**config.mk**
```make
export PLATFORM = sky130hd
export DESIGN_NAME = pmdi_top
export DESIGN_NICKNAME = d
export VERILOG_FILES = /design/src/hdl/pmdi_fifo.v /design/src/hdl/pmdi_top.v
export VERILOG_INCLUDE_DIRS = /design/src /design/src/hdl
export SDC_FILE = /design/constraint.sdc
export NUM_CORES = 1
export LEC_CHECK = 0
export BUFFER_PORTS_ARGS = -buffer_cell sky130_fd_sc_hd__buf_2
export CORE_MARGIN = 4
export CORE_UTILIZATION = 58
export DETAILED_ROUTE_END_ITERATION = 16
export PLACE_DENSITY_LB_ADDON = 0.3
export SYNTH_ARGS = -nofsm -noshare
export SYNTH_HDL_FRONTEND = slang
export SYNTH_SLANG_ARGS = --single-unit
```
**constraint.sdc**
```tcl
create_clock -name i_sys_clk -period 5.02 [get_ports i_sys_clk]
set_input_delay 0 -clock i_sys_clk [delete_from_list [all_inputs] [get_ports i_sys_clk]]
set_output_delay 0 -clock i_sys_clk [all_outputs]
set_load 0.01 [all_outputs]
```
**src/hdl/pmdi_defs.vh**
```
// Constants for the MAC data interface block
`ifndef PMDI_DEFS_VH
`define PMDI_DEFS_VH
`define PMDI_SYS_CLK_HZ     20000000
`define PMDI_SYS_PERIOD_NS  50
`define PMDI_MII100_HZ      25000000
`define PMDI_MII10_HZ       2500000
`define PMDI_SERIAL_HZ      10000000
`define PMDI_RMII10_DIV     10
`define PMDI_SQE_TIME_NS    1000
`define PMDI_SQE_CYCLES     (`PMDI_SQE_TIME_NS / `PMDI_SYS_PERIOD_NS)
`define PMDI_MODE_MII       2'h0
`define PMDI_MODE_RMII      2'h1
`define PMDI_MODE_SERIAL    2'h2
`define PMDI_FIFO_WIDTH     5
`define PMDI_FIFO_DEPTH     16
`define PMDI_FIFO_ERR_BIT   4
`endif

```
**src/hdl/pmdi_fifo.v**
```verilog
// Synchronous FIFO with valid/ready on both sides
`timescale 1ns/10ps
module pmdi_fifo #(
  parameter WIDTH = 5,
  parameter DEPTH = 16,
  parameter AW    = 4
) (
  // Clock and reset
  input  wire             i_sys_clk,
  input  wire             i_reset,
  // Fill side
  input  wire             i_push_valid,
  input  wire [WIDTH-1:0] i_push_data,
  output wire             o_push_ready,
  // Drain side
  output wire             o_pop_valid,
  output wire [WIDTH-1:0] o_pop_data,
  input  wire             i_pop_ready
);
  reg [WIDTH-1:0] mem [0:DEPTH-1];
  reg [AW-1:0]    wr_ptr_reg;
  reg [AW-1:0]    rd_ptr_reg;
  reg [AW:0]      count_reg;
  reg [AW:0]      count_next;
  reg             ready_reg;
  reg             valid_reg;
  wire            push;
  wire            pop;

  assign push         = i_push_valid && ready_reg;
  assign pop          = i_pop_ready && valid_reg;
  assign o_push_ready = ready_reg;
  assign o_pop_valid  = valid_reg;
  assign o_pop_data   = mem[rd_ptr_reg];

  always @*
  begin
    count_next = count_reg;
    if (push && !pop)
      count_next = count_reg + 1'b1;
    else if (pop && !push)
      count_next = count_reg - 1'b1;
  end

  // Flags are registered from the next count so they are honest in the same cycle
  always @(posedge i_sys_clk)
  begin
    if (i_reset)
    begin
      wr_ptr_reg <= {AW{1'b0}};
      rd_ptr_reg <= {AW{1'b0}};
      count_reg  <= {(AW+1){1'b0}};
      ready_reg  <= 1'b1;
      valid_reg  <= 1'b0;
    end
    else
    begin
      if (push)
        wr_ptr_reg <= wr_ptr_reg + 1'b1;
      if (pop)
        rd_ptr_reg <= rd_ptr_reg + 1'b1;
      count_reg <= count_next;
      ready_reg <= (count_next != DEPTH[AW:0]);
      valid_reg <= (count_next != {(AW+1){1'b0}});
    end
  end

  always @(posedge i_sys_clk)
  begin
    if (push)
      mem[wr_ptr_reg] <= i_push_data;
  end
endmodule // pmdi_fifo

```
**src/hdl/pmdi_top.v**
```verilog
// MAC-facing data interface of a 10/100 transceiver: MII, RMII and 10 Mb/s serial
// Functional notes
// RULE1 - MII transmit clock is 25 MHz at 100 Mb/s, 2.5 MHz at 10 Mb/s; code gives 10 MHz at 100 Mb/s (half period clamped to one cycle).
// RULE2 - RMII leaves both clock outputs unused; timing comes from the 50 MHz reference; code times RMII from the 20 MHz system clock.
// RULE3 - Serial mode outputs 10 MHz transmit clock; MAC launches enable and bit on it.
// RULE4 - MAC holds transmit enable high exactly while transmit data is valid.
// RULE5 - MII samples four transmit bits on the transmit clock rising edge.
// RULE6 - RMII samples two transmit bits on the reference clock.
// RULE7 - MII receive clock is 25 MHz at 100 Mb/s, 2.5 MHz at 10 Mb/s; code gives 10 MHz at 100 Mb/s (half period clamped to one cycle).
// RULE8 - Serial mode outputs a 10 MHz receive clock.
// RULE9 - MII receive valid is high exactly while receive nibble is valid.
// RULE10 - Receive valid pin sampled low at strap time selects MII mode.
// RULE11 - RMII gives a receive valid indication independent of carrier sense.
// RULE12 - MII at 100 Mb/s raises receive error on an invalid symbol in a packet.
// RULE13 - RMII at 100 Mb/s raises receive error on media error while data valid.
// RULE14 - Receive data is corrupted whenever a receive error occurs.
// RULE15 - MII receive nibble is driven on the receive clock, valid with receive valid.
// RULE16 - RMII receive dibit is driven on the reference clock.
// RULE17 - Serial mode uses only bit 0, framed by carrier; others stay low.
// RULE18 - MII and serial carrier sense is high while the medium is not idle.
// RULE19 - RMII outputs one signal merging carrier sense and receive valid.
// RULE20 - Half duplex and serial raise collision on simultaneous transmit and receive; code holds collision low in serial mode too when full duplex is set.
// RULE21 - 10 Mb/s half duplex with heartbeat pulses collision about 1 us after transmit.
// RULE22 - Full duplex holds collision low and produces no heartbeat.
// RULE23 - In RMII the MAC derives collision from merged carrier and its own enable.
// RULE24 - Mode is fixed before traffic and both parties use the same mode.
`timescale 1ns/10ps
`include "pmdi_defs.vh"
module pmdi_top #(
  parameter FIFO_DEPTH = `PMDI_FIFO_DEPTH,
  parameter FIFO_AW    = 4
) (
  // Clock and reset
  input  wire       i_sys_clk,
  input  wire       i_reset,
  // Straps and configuration levels
  input  wire       i_strap_rx_valid_indication,
  input  wire       i_strap_serial_10m_mode,
  input  wire       i_speed_100,
  input  wire       i_full_duplex,
  input  wire       i_heartbeat_en,
  // MAC transmit pins
  input  wire       i_tx_en,
  input  wire [3:0] i_txd,
  output reg        o_tx_clk,
  // MAC receive pins
  output reg        o_rx_clk,
  output reg        o_rx_dv,
  output reg        o_rx_er,
  output reg  [3:0] o_rxd,
  output reg        o_crs,
  output reg        o_col,
  // Line side transmit
  output reg        o_line_tx_valid,
  output reg  [3:0] o_line_tx_data,
  output reg        o_line_tx_active,
  // Line side receive
  input  wire       i_line_rx_valid,
  input  wire [3:0] i_line_rx_data,
  input  wire       i_line_rx_err,
  input  wire       i_line_carrier,
  output wire       o_line_rx_ready,
  // Status
  output reg  [1:0] o_mode
);
  // Half period in system cycles for a target clock, never below one
  function [7:0] half_count;
    input integer hz;
    integer n;
    begin
      n = `PMDI_SYS_CLK_HZ / (2 * hz);
      if (n < 1)
        n = 1;
      half_count = n[7:0];
    end
  endfunction

  localparam [7:0] HALF_MII100 = half_count(`PMDI_MII100_HZ);
  localparam [7:0] HALF_MII10  = half_count(`PMDI_MII10_HZ);
  localparam [7:0] HALF_SER    = half_count(`PMDI_SERIAL_HZ);
  // Integer forms first so the 8-bit copies are cut on purpose
  localparam integer RMII10_DIV_I = `PMDI_RMII10_DIV;
  localparam integer SQE_CYCLES_I = `PMDI_SQE_CYCLES;
  localparam [7:0] RMII10_DIV  = RMII10_DIV_I[7:0];
  localparam [7:0] SQE_CYCLES  = SQE_CYCLES_I[7:0];

  // Pin synchronisers; no reset so strap levels are valid right after release
  reg       txen_s1_reg;
  reg       txen_s2_reg;
  reg [3:0] txd_s1_reg;
  reg [3:0] txd_s2_reg;
  reg       strap_rv_s1_reg;
  reg       strap_rv_s2_reg;
  reg       strap_ser_s1_reg;
  reg       strap_ser_s2_reg;

  always @(posedge i_sys_clk)
  begin
    txen_s1_reg      <= i_tx_en;
    txen_s2_reg      <= txen_s1_reg;
    txd_s1_reg       <= i_txd;
    txd_s2_reg       <= txd_s1_reg;
    strap_rv_s1_reg  <= i_strap_rx_valid_indication;
    strap_rv_s2_reg  <= strap_rv_s1_reg;
    strap_ser_s1_reg <= i_strap_serial_10m_mode;
    strap_ser_s2_reg <= strap_ser_s1_reg;
  end

  // Mode capture once after reset; later strap changes are ignored
  reg       strap_done_reg;
  reg [1:0] mode_reg;

  always @(posedge i_sys_clk)
  begin
    if (i_reset)
    begin
      strap_done_reg <= 1'b0;
      mode_reg       <= `PMDI_MODE_MII;
    end
    else if (!strap_done_reg)
    begin
      strap_done_reg <= 1'b1; // see RULE24
      if (strap_ser_s2_reg)
        mode_reg <= `PMDI_MODE_SERIAL;
      else if (strap_rv_s2_reg)
        mode_reg <= `PMDI_MODE_RMII;
      else
        mode_reg <= `PMDI_MODE_MII; // see RULE10
    end
  end

  wire is_rmii   = (mode_reg == `PMDI_MODE_RMII);
  wire is_serial = (mode_reg == `PMDI_MODE_SERIAL);
  wire is_10m    = is_serial || !i_speed_100;

  // Clock divider; the beat is the rising edge of the MAC clocks or an RMII slot
  reg  [7:0] div_cnt_reg;
  reg        mac_clk_reg;
  reg  [7:0] div_lim;
  wire       div_wrap = (div_cnt_reg >= div_lim - 8'h01);
  wire       beat     = strap_done_reg && div_wrap && (is_rmii || !mac_clk_reg);

  always @*
  begin
    case (mode_reg)
      `PMDI_MODE_RMII:   div_lim = i_speed_100 ? 8'h01 : RMII10_DIV; // see RULE2
      `PMDI_MODE_SERIAL: div_lim = HALF_SER;                         // see RULE3
      default:           div_lim = i_speed_100 ? HALF_MII100 : HALF_MII10; // see RULE1
    endcase
  end

  always @(posedge i_sys_clk)
  begin
    if (i_reset || !strap_done_reg)
    begin
      div_cnt_reg <= 8'h00;
      mac_clk_reg <= 1'b0;
    end
    else if (div_wrap)
    begin
      div_cnt_reg <= 8'h00;
      mac_clk_reg <= is_rmii ? 1'b0 : ~mac_clk_reg;
    end
    else
      div_cnt_reg <= div_cnt_reg + 8'h01;
  end

  // Transmit: gather beats into nibbles, first beat in the low bits
  reg [3:0] tx_sh_reg;
  reg [1:0] tx_cnt_reg;
  reg       txen_d_reg;
  reg [7:0] sqe_cnt_reg;
  reg [1:0] beats_m1;
  reg [3:0] tx_shift_in;

  always @*
  begin
    case (mode_reg)
      `PMDI_MODE_RMII:
      begin
        beats_m1    = 2'h1;
        tx_shift_in = {txd_s2_reg[1:0], tx_sh_reg[3:2]}; // see RULE6
      end
      `PMDI_MODE_SERIAL:
      begin
        beats_m1    = 2'h3;
        tx_shift_in = {txd_s2_reg[0], tx_sh_reg[3:1]}; // see RULE3
      end
      default:
      begin
        beats_m1    = 2'h0;
        tx_shift_in = txd_s2_reg; // see RULE5
      end
    endcase
  end

  always @(posedge i_sys_clk)
  begin
    if (i_reset)
    begin
      tx_sh_reg        <= 4'h0;
      tx_cnt_reg       <= 2'h0;
      txen_d_reg       <= 1'b0;
      o_line_tx_valid  <= 1'b0;
      o_line_tx_data   <= 4'h0;
      o_line_tx_active <= 1'b0;
    end
    else
    begin
      o_line_tx_valid <= 1'b0;
      if (beat)
      begin
        txen_d_reg       <= txen_s2_reg;
        o_line_tx_active <= txen_s2_reg;
        // Enable frames the data; a partial nibble at frame end is dropped
        if (txen_s2_reg) // see RULE4
        begin
          tx_sh_reg <= tx_shift_in;
          if (tx_cnt_reg == beats_m1)
          begin
            tx_cnt_reg      <= 2'h0;
            o_line_tx_valid <= 1'b1;
            o_line_tx_data  <= tx_shift_in;
          end
          else
            tx_cnt_reg <= tx_cnt_reg + 2'h1;
        end
        else
          tx_cnt_reg <= 2'h0;
      end
    end
  end

  // Receive FIFO decouples line symbols from the MAC clock rate
  wire       fifo_valid;
  wire [4:0] fifo_data;
  reg  [3:0] rx_sh_reg;
  reg  [1:0] rx_left_reg;
  reg        rx_err_reg;
  wire       rx_load = beat && (rx_left_reg == 2'h0);
  wire [3:0] rx_nib  = fifo_data[`PMDI_FIFO_ERR_BIT] ? ~fifo_data[3:0] : fifo_data[3:0]; // see RULE14

  pmdi_fifo #(
    .WIDTH (`PMDI_FIFO_WIDTH),
    .DEPTH (FIFO_DEPTH),
    .AW    (FIFO_AW)
  ) u_rx_fifo (
    .i_sys_clk    (i_sys_clk),
    .i_reset      (i_reset),
    .i_push_valid (i_line_rx_valid),
    .i_push_data  ({i_line_rx_err, i_line_rx_data}),
    .o_push_ready (o_line_rx_ready),
    .o_pop_valid  (fifo_valid),
    .o_pop_data   (fifo_data),
    .i_pop_ready  (rx_load)
  );

  always @(posedge i_sys_clk)
  begin
    if (i_reset)
    begin
      rx_sh_reg   <= 4'h0;
      rx_left_reg <= 2'h0;
      rx_err_reg  <= 1'b0;
      o_rx_dv     <= 1'b0;
      o_rx_er     <= 1'b0;
      o_rxd       <= 4'h0;
    end
    else if (beat)
    begin
      if (rx_left_reg == 2'h0)
      begin
        if (fifo_valid)
        begin
          rx_left_reg <= beats_m1;
          rx_err_reg  <= fifo_data[`PMDI_FIFO_ERR_BIT] && i_speed_100 && !is_serial; // see RULE12
          o_rx_dv     <= !is_serial; // see RULE9, RULE11
          o_rx_er     <= fifo_data[`PMDI_FIFO_ERR_BIT] && i_speed_100 && !is_serial; // see RULE13
          case (mode_reg)
            `PMDI_MODE_RMII:
            begin
              o_rxd     <= {2'h0, rx_nib[1:0]}; // see RULE16
              rx_sh_reg <= {2'h0, rx_nib[3:2]};
            end
            `PMDI_MODE_SERIAL:
            begin
              o_rxd     <= {3'h0, rx_nib[0]}; // see RULE17
              rx_sh_reg <= {1'b0, rx_nib[3:1]};
            end
            default:
              o_rxd <= rx_nib; // see RULE15
          endcase
        end
        else
        begin
          // Data and error go low between frames so nothing stale looks valid
          o_rx_dv <= 1'b0;
          o_rx_er <= 1'b0;
          o_rxd   <= 4'h0;
        end
      end
      else
      begin
        rx_left_reg <= rx_left_reg - 2'h1;
        o_rx_er     <= rx_err_reg;
        if (is_rmii)
        begin
          o_rxd     <= {2'h0, rx_sh_reg[1:0]};
          rx_sh_reg <= {2'h0, rx_sh_reg[3:2]};
        end
        else
        begin
          o_rxd     <= {3'h0, rx_sh_reg[0]};
          rx_sh_reg <= {1'b0, rx_sh_reg[3:1]};
        end
      end
    end
  end

  // Carrier, collision, heartbeat and the clock pins
  wire tx_fall = beat && txen_d_reg && !txen_s2_reg;

  always @(posedge i_sys_clk)
  begin
    if (i_reset)
    begin
      o_crs       <= 1'b0;
      o_col       <= 1'b0;
      o_tx_clk    <= 1'b0;
      o_rx_clk    <= 1'b0;
      o_mode      <= `PMDI_MODE_MII;
      sqe_cnt_reg <= 8'h00;
    end
    else
    begin
      o_mode   <= mode_reg;
      o_tx_clk <= is_rmii ? 1'b0 : mac_clk_reg; // see RULE1
      o_rx_clk <= is_rmii ? 1'b0 : mac_clk_reg; // see RULE7, RULE8
      if (is_rmii)
        o_crs <= i_line_carrier || o_rx_dv; // see RULE19
      else
        o_crs <= i_line_carrier; // see RULE18
      // Heartbeat only for 10 Mb/s half duplex, never in RMII or full duplex
      if (tx_fall && is_10m && !is_rmii && !i_full_duplex && i_heartbeat_en) // see RULE21
        sqe_cnt_reg <= SQE_CYCLES;
      else if (sqe_cnt_reg != 8'h00)
        sqe_cnt_reg <= sqe_cnt_reg - 8'h01;
      if (i_full_duplex || is_rmii)
        o_col <= 1'b0; // see RULE22
      else
        o_col <= (txen_s2_reg && i_line_carrier) || (sqe_cnt_reg != 8'h00); // see RULE20
    end
  end
endmodule // pmdi_top

```
==> flow_summary.toml, run 1 <==
[clocking]
cts-root-buf = "clkbuf_16"
clkLatencyLatePin_ns = 0.43
cts-htree-levels = 4
ctsResizeCount = 0
ctsLongestPathBuffers = 2
cts_buffers = 17
path_clk_slew_ns = 0.06
cts_sinks = 161
cts_tree = "done"

[floorplanning]
io_pins = 38
die_y_um = 115.7
row_count = 39
fp.dieW_um = 115.7
core_um2 = 11370
initial_core_util_pct = 59.13
dieArea_um2 = 13380

[setup_path]
worst_ep_arrival_time_ns = 4.20
startpoint_type = "flop"
criticalPathCategory = "flop to flop"
required_ns = 5.30
cp-end-kind = "flop"
cp_max_fo = 16

[drt]
dr.pass1.iters = 5
post_drt_wl_per_cell_um = 17.62
drc = 0
antenna_left = 0
avgViaCountPerCell = 5.746
routed_wl_mm = 12.82
vias = 4183
drtIter0Drc = 249

[final_layout]
nets = 612
largest_reg_flops = 80
antenna_cells = 0
utilization_pct = 67.02
areaGrowthSynthToFinish_pct = 13.34
stdcell_count = 728
final_layout_size_suffix_gt1_share_pct = 14.36

[timing]
fmax_mhz = 255.2
rsz0062_at_grt = "no"
relSlewSlack_pct = 29.19
fin_skew_ns = 0.01003
setup_viol = 0
hold_ws_ns = 0.02322
fin_setup_tns_ns = 0
slew_viol_final = 0
tightestPinTransition_ns = 1.061
hold_viol_final = 0
finalCritPeriodShare_pct = 78.07
period_minus_slack_ns = 3.919

[synth]
synth_nets = 569
ys.flop_type = "dfxtp_1"
synth_seq_cells = 161
synth_cells = 529
ys_types = 53
avgSynthCellArea_um2 = 12.71
synthTopCellsByCount = "dfxtp_1, edfxtp_1, nor2_1"
ys_warn_count = 0
synth_area_leaders = "edfxtp_1, dfxtp_1, mux4_1"
yosysMostFrequentCell = "dfxtp_1"
synth_top_cell_by_area = "edfxtp_1"
synth_top_area_share_pct = 35.73
synth_edf_count = 80
synth-async-reset-ratio_pct = 0
synth-seq-area-share_pct = 59.85
syn_area_um2 = 6723

[global_route]
grt_pass1_vias = 4150
grtUsageTotal_pct = 20.64
grt-ovfl-total = 0
antenna_found_initial = 0
grt_pass1_wl_mm = 20.74
grt_max_degree = 43

[power]
total_power_mw = 3.033
power.density_nw_per_um2 = 398.0
ir_drop_mv = 0.4623
p_leak_nw = 2.851

[placement]
dp.cells = 680
port_buffers = 37
detailed_place_hpwl_mm = 8.773
gp_congestion = 0.8202

[outcome]
outcome = "finished clean"

[worst_hold_path]
hp-class = "primary input to flop"

[flow_run]
drv_cap = 0
worst paths after layout:
kind                   start                      end  slack [ns]  depth (start not counted)
min reg2reg    txd_s1_reg[1]            txd_s2_reg[1]        0.32                          0
max              mode_reg[0]        o_line_tx_data[1]        1.10                         12
min          i_line_rx_valid  u_rx_fifo.wr_ptr_reg[1]        0.02                          4
max reg2reg      mode_reg[0]        o_line_tx_data[1]        1.10                         12
through the flow:
stage | worst slack (ns) | cell area, µm²
final | 1.101 | 7620
after global routing | 0.5480 | 7620
after CTS | 1.091 | 7620
after detailed placement | 1.114 | 6903
after global placement | 1.244 | 6903
after floorplan | 1.357 | 6723
layout by cell type, fill, tap and decap left out, types with 5 or more instances in the layout:
master	instances
clkbuf_16	17
a21oi_1	23
nand3_1	13
nor3_1	12
mux4_1	15
dfxtp_1	81
mux4_2	6
a22oi_1	7
inv_6	6
inv_1	16
and2_1	5
xnor2_1	15
and3_1	5
nor2_1	68
nand2_1	32
mux2i_1	13
buf_2	37
dlygate4sd3_1	16
xor2_1	17
o21ai_0	12
nand4_1	7
edfxtp_1	80
ha_1	21
metal layers:
layer  share of wire (%)  up-vias  GRT usage [%]
met4                 2.0        0          9.667
met2                  52       88          35.57
met5                   0        -              0
met1                  43     2064          24.59
li1                    -     2013              -
met3                 3.3       18          4.856
cell families after synthesis:
| kind of cell | after synthesis | synth area share (%) |
|---|---|---|
| multiplexers | 37 | 10.31 |
| XOR/XNOR | 32 | 4.169 |
| AO/OA/AOI/OAI | 61 | 5.807 |
| AND/OR/NAND/NOR | 169 | 11.91 |
| buffers and inverters | 46 | 3.741 |
| flip-flops | 161 | 59.85 |
| adder cells (fa/ha/maj) | 23 | 4.206 |
critical path, cell delays in order, from the launching register on:
cell and delay (ns):
dfxtp_1 0.38, inv_1 0.10, ha_1 0.49, nor4_1 0.35, ha_1 0.28, ha_1 0.29, a2111oi_0 0.38, o21ai_0 0.20
a21oi_1 0.38, nor2_1 0.30, nand3_1 0.32, mux2i_1 0.24, nor2_1 0.06
power breakdown:
group | switching (mW) | internal (mW) | total (mW) | leakage (nW)
logic | 0.190 | 0.148 | 0.338 | 1.20
clock network | 0.522 | 0.685 | 1.21 | 0.266
registers | 0.0489 | 1.44 | 1.49 | 1.39
layout make-up:
class / count / area, µm²
Multi-Input combinational cell: 322 / 2447
Clock buffer: 17 / 425.4
Fill cell: 805 / 3750
Tap cell: 143 / 178.9
Inverter: 16 / 60.06
Clock inverter: 15 / 131.4
Timing Repair Buffer: 54 / 352.8
Sequential cell: 161 / 4024
what timing repair did:
action,CTS,global route
endpoints found under the hold margin,92,0
hold buffers,16,0
setup buffers,0,0
No activity file was read; power rests on OpenSTA's default activity.
==> run 2, diff against run 1 <==
--- a/config.mk
+++ b/config.mk
@@ -8,7 +8,7 @@
 export LEC_CHECK = 0
 export BUFFER_PORTS_ARGS = -buffer_cell sky130_fd_sc_hd__buf_2
 export CORE_MARGIN = 4
-export CORE_UTILIZATION = 58
+export CORE_UTILIZATION = 55
 export DETAILED_ROUTE_END_ITERATION = 16
 export PLACE_DENSITY_LB_ADDON = 0.3
 export SYNTH_ARGS = -nofsm -noshare
==> constraint.sdc (replaced) <==
create_clock -name i_sys_clk -period 3.2 [get_ports i_sys_clk]
set_input_delay 0 -clock i_sys_clk [delete_from_list [all_inputs] [get_ports i_sys_clk]]
set_output_delay 0 -clock i_sys_clk [all_outputs]
set_load 0.01 [all_outputs]
==> flow_summary.toml, run 2 (synthesized netlist as in run 1, its figures left out) <==
[floorplanning]
initial_core_util_pct = 55.97
row_count = 40
fp.dieW_um = 118.6
core_um2 = 12010
dieArea_um2 = 14060
io_pins = 38
die_y_um = 118.6

[final_layout]
stdcell_count = 758
nets = 638
nFillCells = 860
final_layout_size_suffix_gt1_share_pct = 20.95
layout_common_cells = "edfxtp_1, dfxtp_1, nor2_1"
final_common_cell = "edfxtp_1"
antenna_cells = 0
largest_reg_flops = 80
areaGrowthSynthToFinish_pct = 18.63

[setup_path]
cp_max_fo = 6
worst-path-buf-inv = 3
crit_family = "adder cells"
cp-end-kind = "flop"
required_ns = 3.51
slowest_delay_ns = 0.34
crit_chain = "buf_4, ha_4, nor2_1, nand2_1, ha_2, xnor2_1, ha_2, o211ai_1, o21ai_1, a21oi_1, buf_4, or2_2, buf_4, and3_1, a41o_1"
worst_ep_arrival_time_ns = 3.51
startpoint_type = "flop"
path_common_cell = "buf_4"
crit_slowest_cell = "or2_2"
criticalPathCategory = "flop to flop"

[drt]
routed_wl_mm = 13.32
avgViaCountPerCell = 5.669
drc = 0
antenna_left = 0
post_drt_wl_per_cell_um = 17.58
drtIter0Drc = 217
dr.pass1.iters = 5
vias = 4297

[power]
ir_drop_mv = 0.6401
comb_power_share_pct = 11.8
swShare_pct = 24.78
p_leak_nw = 3.029
power.net_switching_mw = 1.235
p_clk_share_pct = 41.5
power.density_nw_per_um2 = 624.9
internal-power_mw = 3.749
total_power_mw = 4.984
p_seq_share_pct = 46.7

[clocking]
cts_tree = "done"
cts-htree-levels = 4
cts_buffers = 17
cts-root-buf = "clkbuf_16"
clkLatencyLatePin_ns = 0.43
path_clk_slew_ns = 0.06
cts_sinks = 161
ctsLongestPathBuffers = 2
post_cts_buffers = 0

[timing]
tightestPinTransition_ns = 0.9337
fmax_mhz = 313.0
relSlewSlack_pct = 37.28
fin_skew_ns = 0.01197
hold_viol_final = 0
rsz0062_at_grt = "yes"
period_minus_slack_ns = 3.195
setup_viol = 0
slew_viol_final = 0
finalCritPeriodShare_pct = 99.85

[global_route]
grt_pass1_wl_mm = 21.96
grtUsageTotal_pct = 20.08
grt-ovfl-total = 0
grt_pass1_vias = 4361
antenna_found_initial = 0
grt_max_degree = 42

[placement]
detailed_place_hpwl_mm = 8.954
port_buffers = 37
dp.cells = 709
gp_congestion = 0.8537

[outcome]
outcome = "finished clean"

[flow_run]
drv_cap = 0

[worst_hold_path]
hp-class = "primary input to flop"
run 2: cell count changes in the layout (fill, tap and decap cells not counted), moves of 3 or more:
cell | previous run | this run
nor2_1 | 68 | 65
clkinvlp_4 | 3 | 0
nor2_2 | 0 | 3
inv_6 | 6 | 3
buf_4 | 1 | 25
ha_2 | 0 | 4
ha_1 | 21 | 15
run 2: metal layers:
| metal | wire (µm) | GRT usage (%) |
|---|---|---|
| met1 | 5720 | 24.94 |
| met2 | 6621 | 33.39 |
| met3 | 693 | 5.646 |
| met4 | 288 | 7.676 |
| met5 | 0 | 0 |
run 2: worst reg2reg max path, delay by kind of cell (launching register included):
kind                       cells  cell delay, ns
AOI/OAI and AO/OA              4            0.66
xor gates and xnor gates       1            0.13
adders and majority gates      3            0.79
buffers and inverters          3            0.51
DFF                            1            0.32
and+or+nand+nor                4            0.68
run 2: layout make-up:
cell class | instances | area, µm² | share of cell area, %
clock inverter | 10 | 108.9 | 1.365
inverter | 16 | 60.06 | 0.7531
multi-input combinational | 322 | 2535 | 31.79
timing repair buffer | 80 | 554.3 | 6.950
clock buffer | 22 | 506.7 | 6.354
sequential | 161 | 4026 | 50.49
tap | 147 | 183.9 | 2.306
run 2: path summary, 6_finish.rpt:
check / startpoint / end / slack, ns / cells after the start
min reg2reg: strap_ser_s1_reg / strap_ser_s2_reg / 0.33 / 0
max reg2reg: mode_reg[1] / o_rxd[3] / 0.005 / 15
max: mode_reg[1] / o_rxd[3] / 0.005 / 15
min: i_line_rx_valid / u_rx_fifo.wr_ptr_reg[1] / 0.06 / 4
run 2: stage by stage:
stage	util, %	cell area (µm²)	worst slack (ns)	TNS [ns]	hold slack [ns]
after global placement	59.33	7127	0.01458	0	0.1034
after floorplan	-	6782	-0.1869	-0.3460	0.02772
after CTS	66.02	7930	-0.009920	-0.009920	0.02728
final	66.40	7975	0.004933	0	0.05607
after detailed placement	59.33	7127	-0.1018	-0.1913	0.1036
after global routing	66.40	7975	-0.1473	-1.135	0.07659
run 2: what timing repair did:
action / CTS / global route
endpoints found under the hold margin: 94 / 0
gates resized for setup: 6 / 8
setup endpoints to repair: 10 / 27
hold buffers: 17 / 0
pin swaps: 3 / 2
run 2: power by group through the flow:
stage | Sequential, mW | Combinational (mW) | Clock, mW
2_1_floorplan | 2.36 | 0.418 | 0
3_3_place_gp | 2.36 | 0.531 | 0
3_5_place_dp | 2.37 | 0.554 | 0
4_1_cts | 2.33 | 0.580 | 2.10
5_1_grt | 2.34 | 0.654 | 2.19
6_report | 2.33 | 0.588 | 2.07
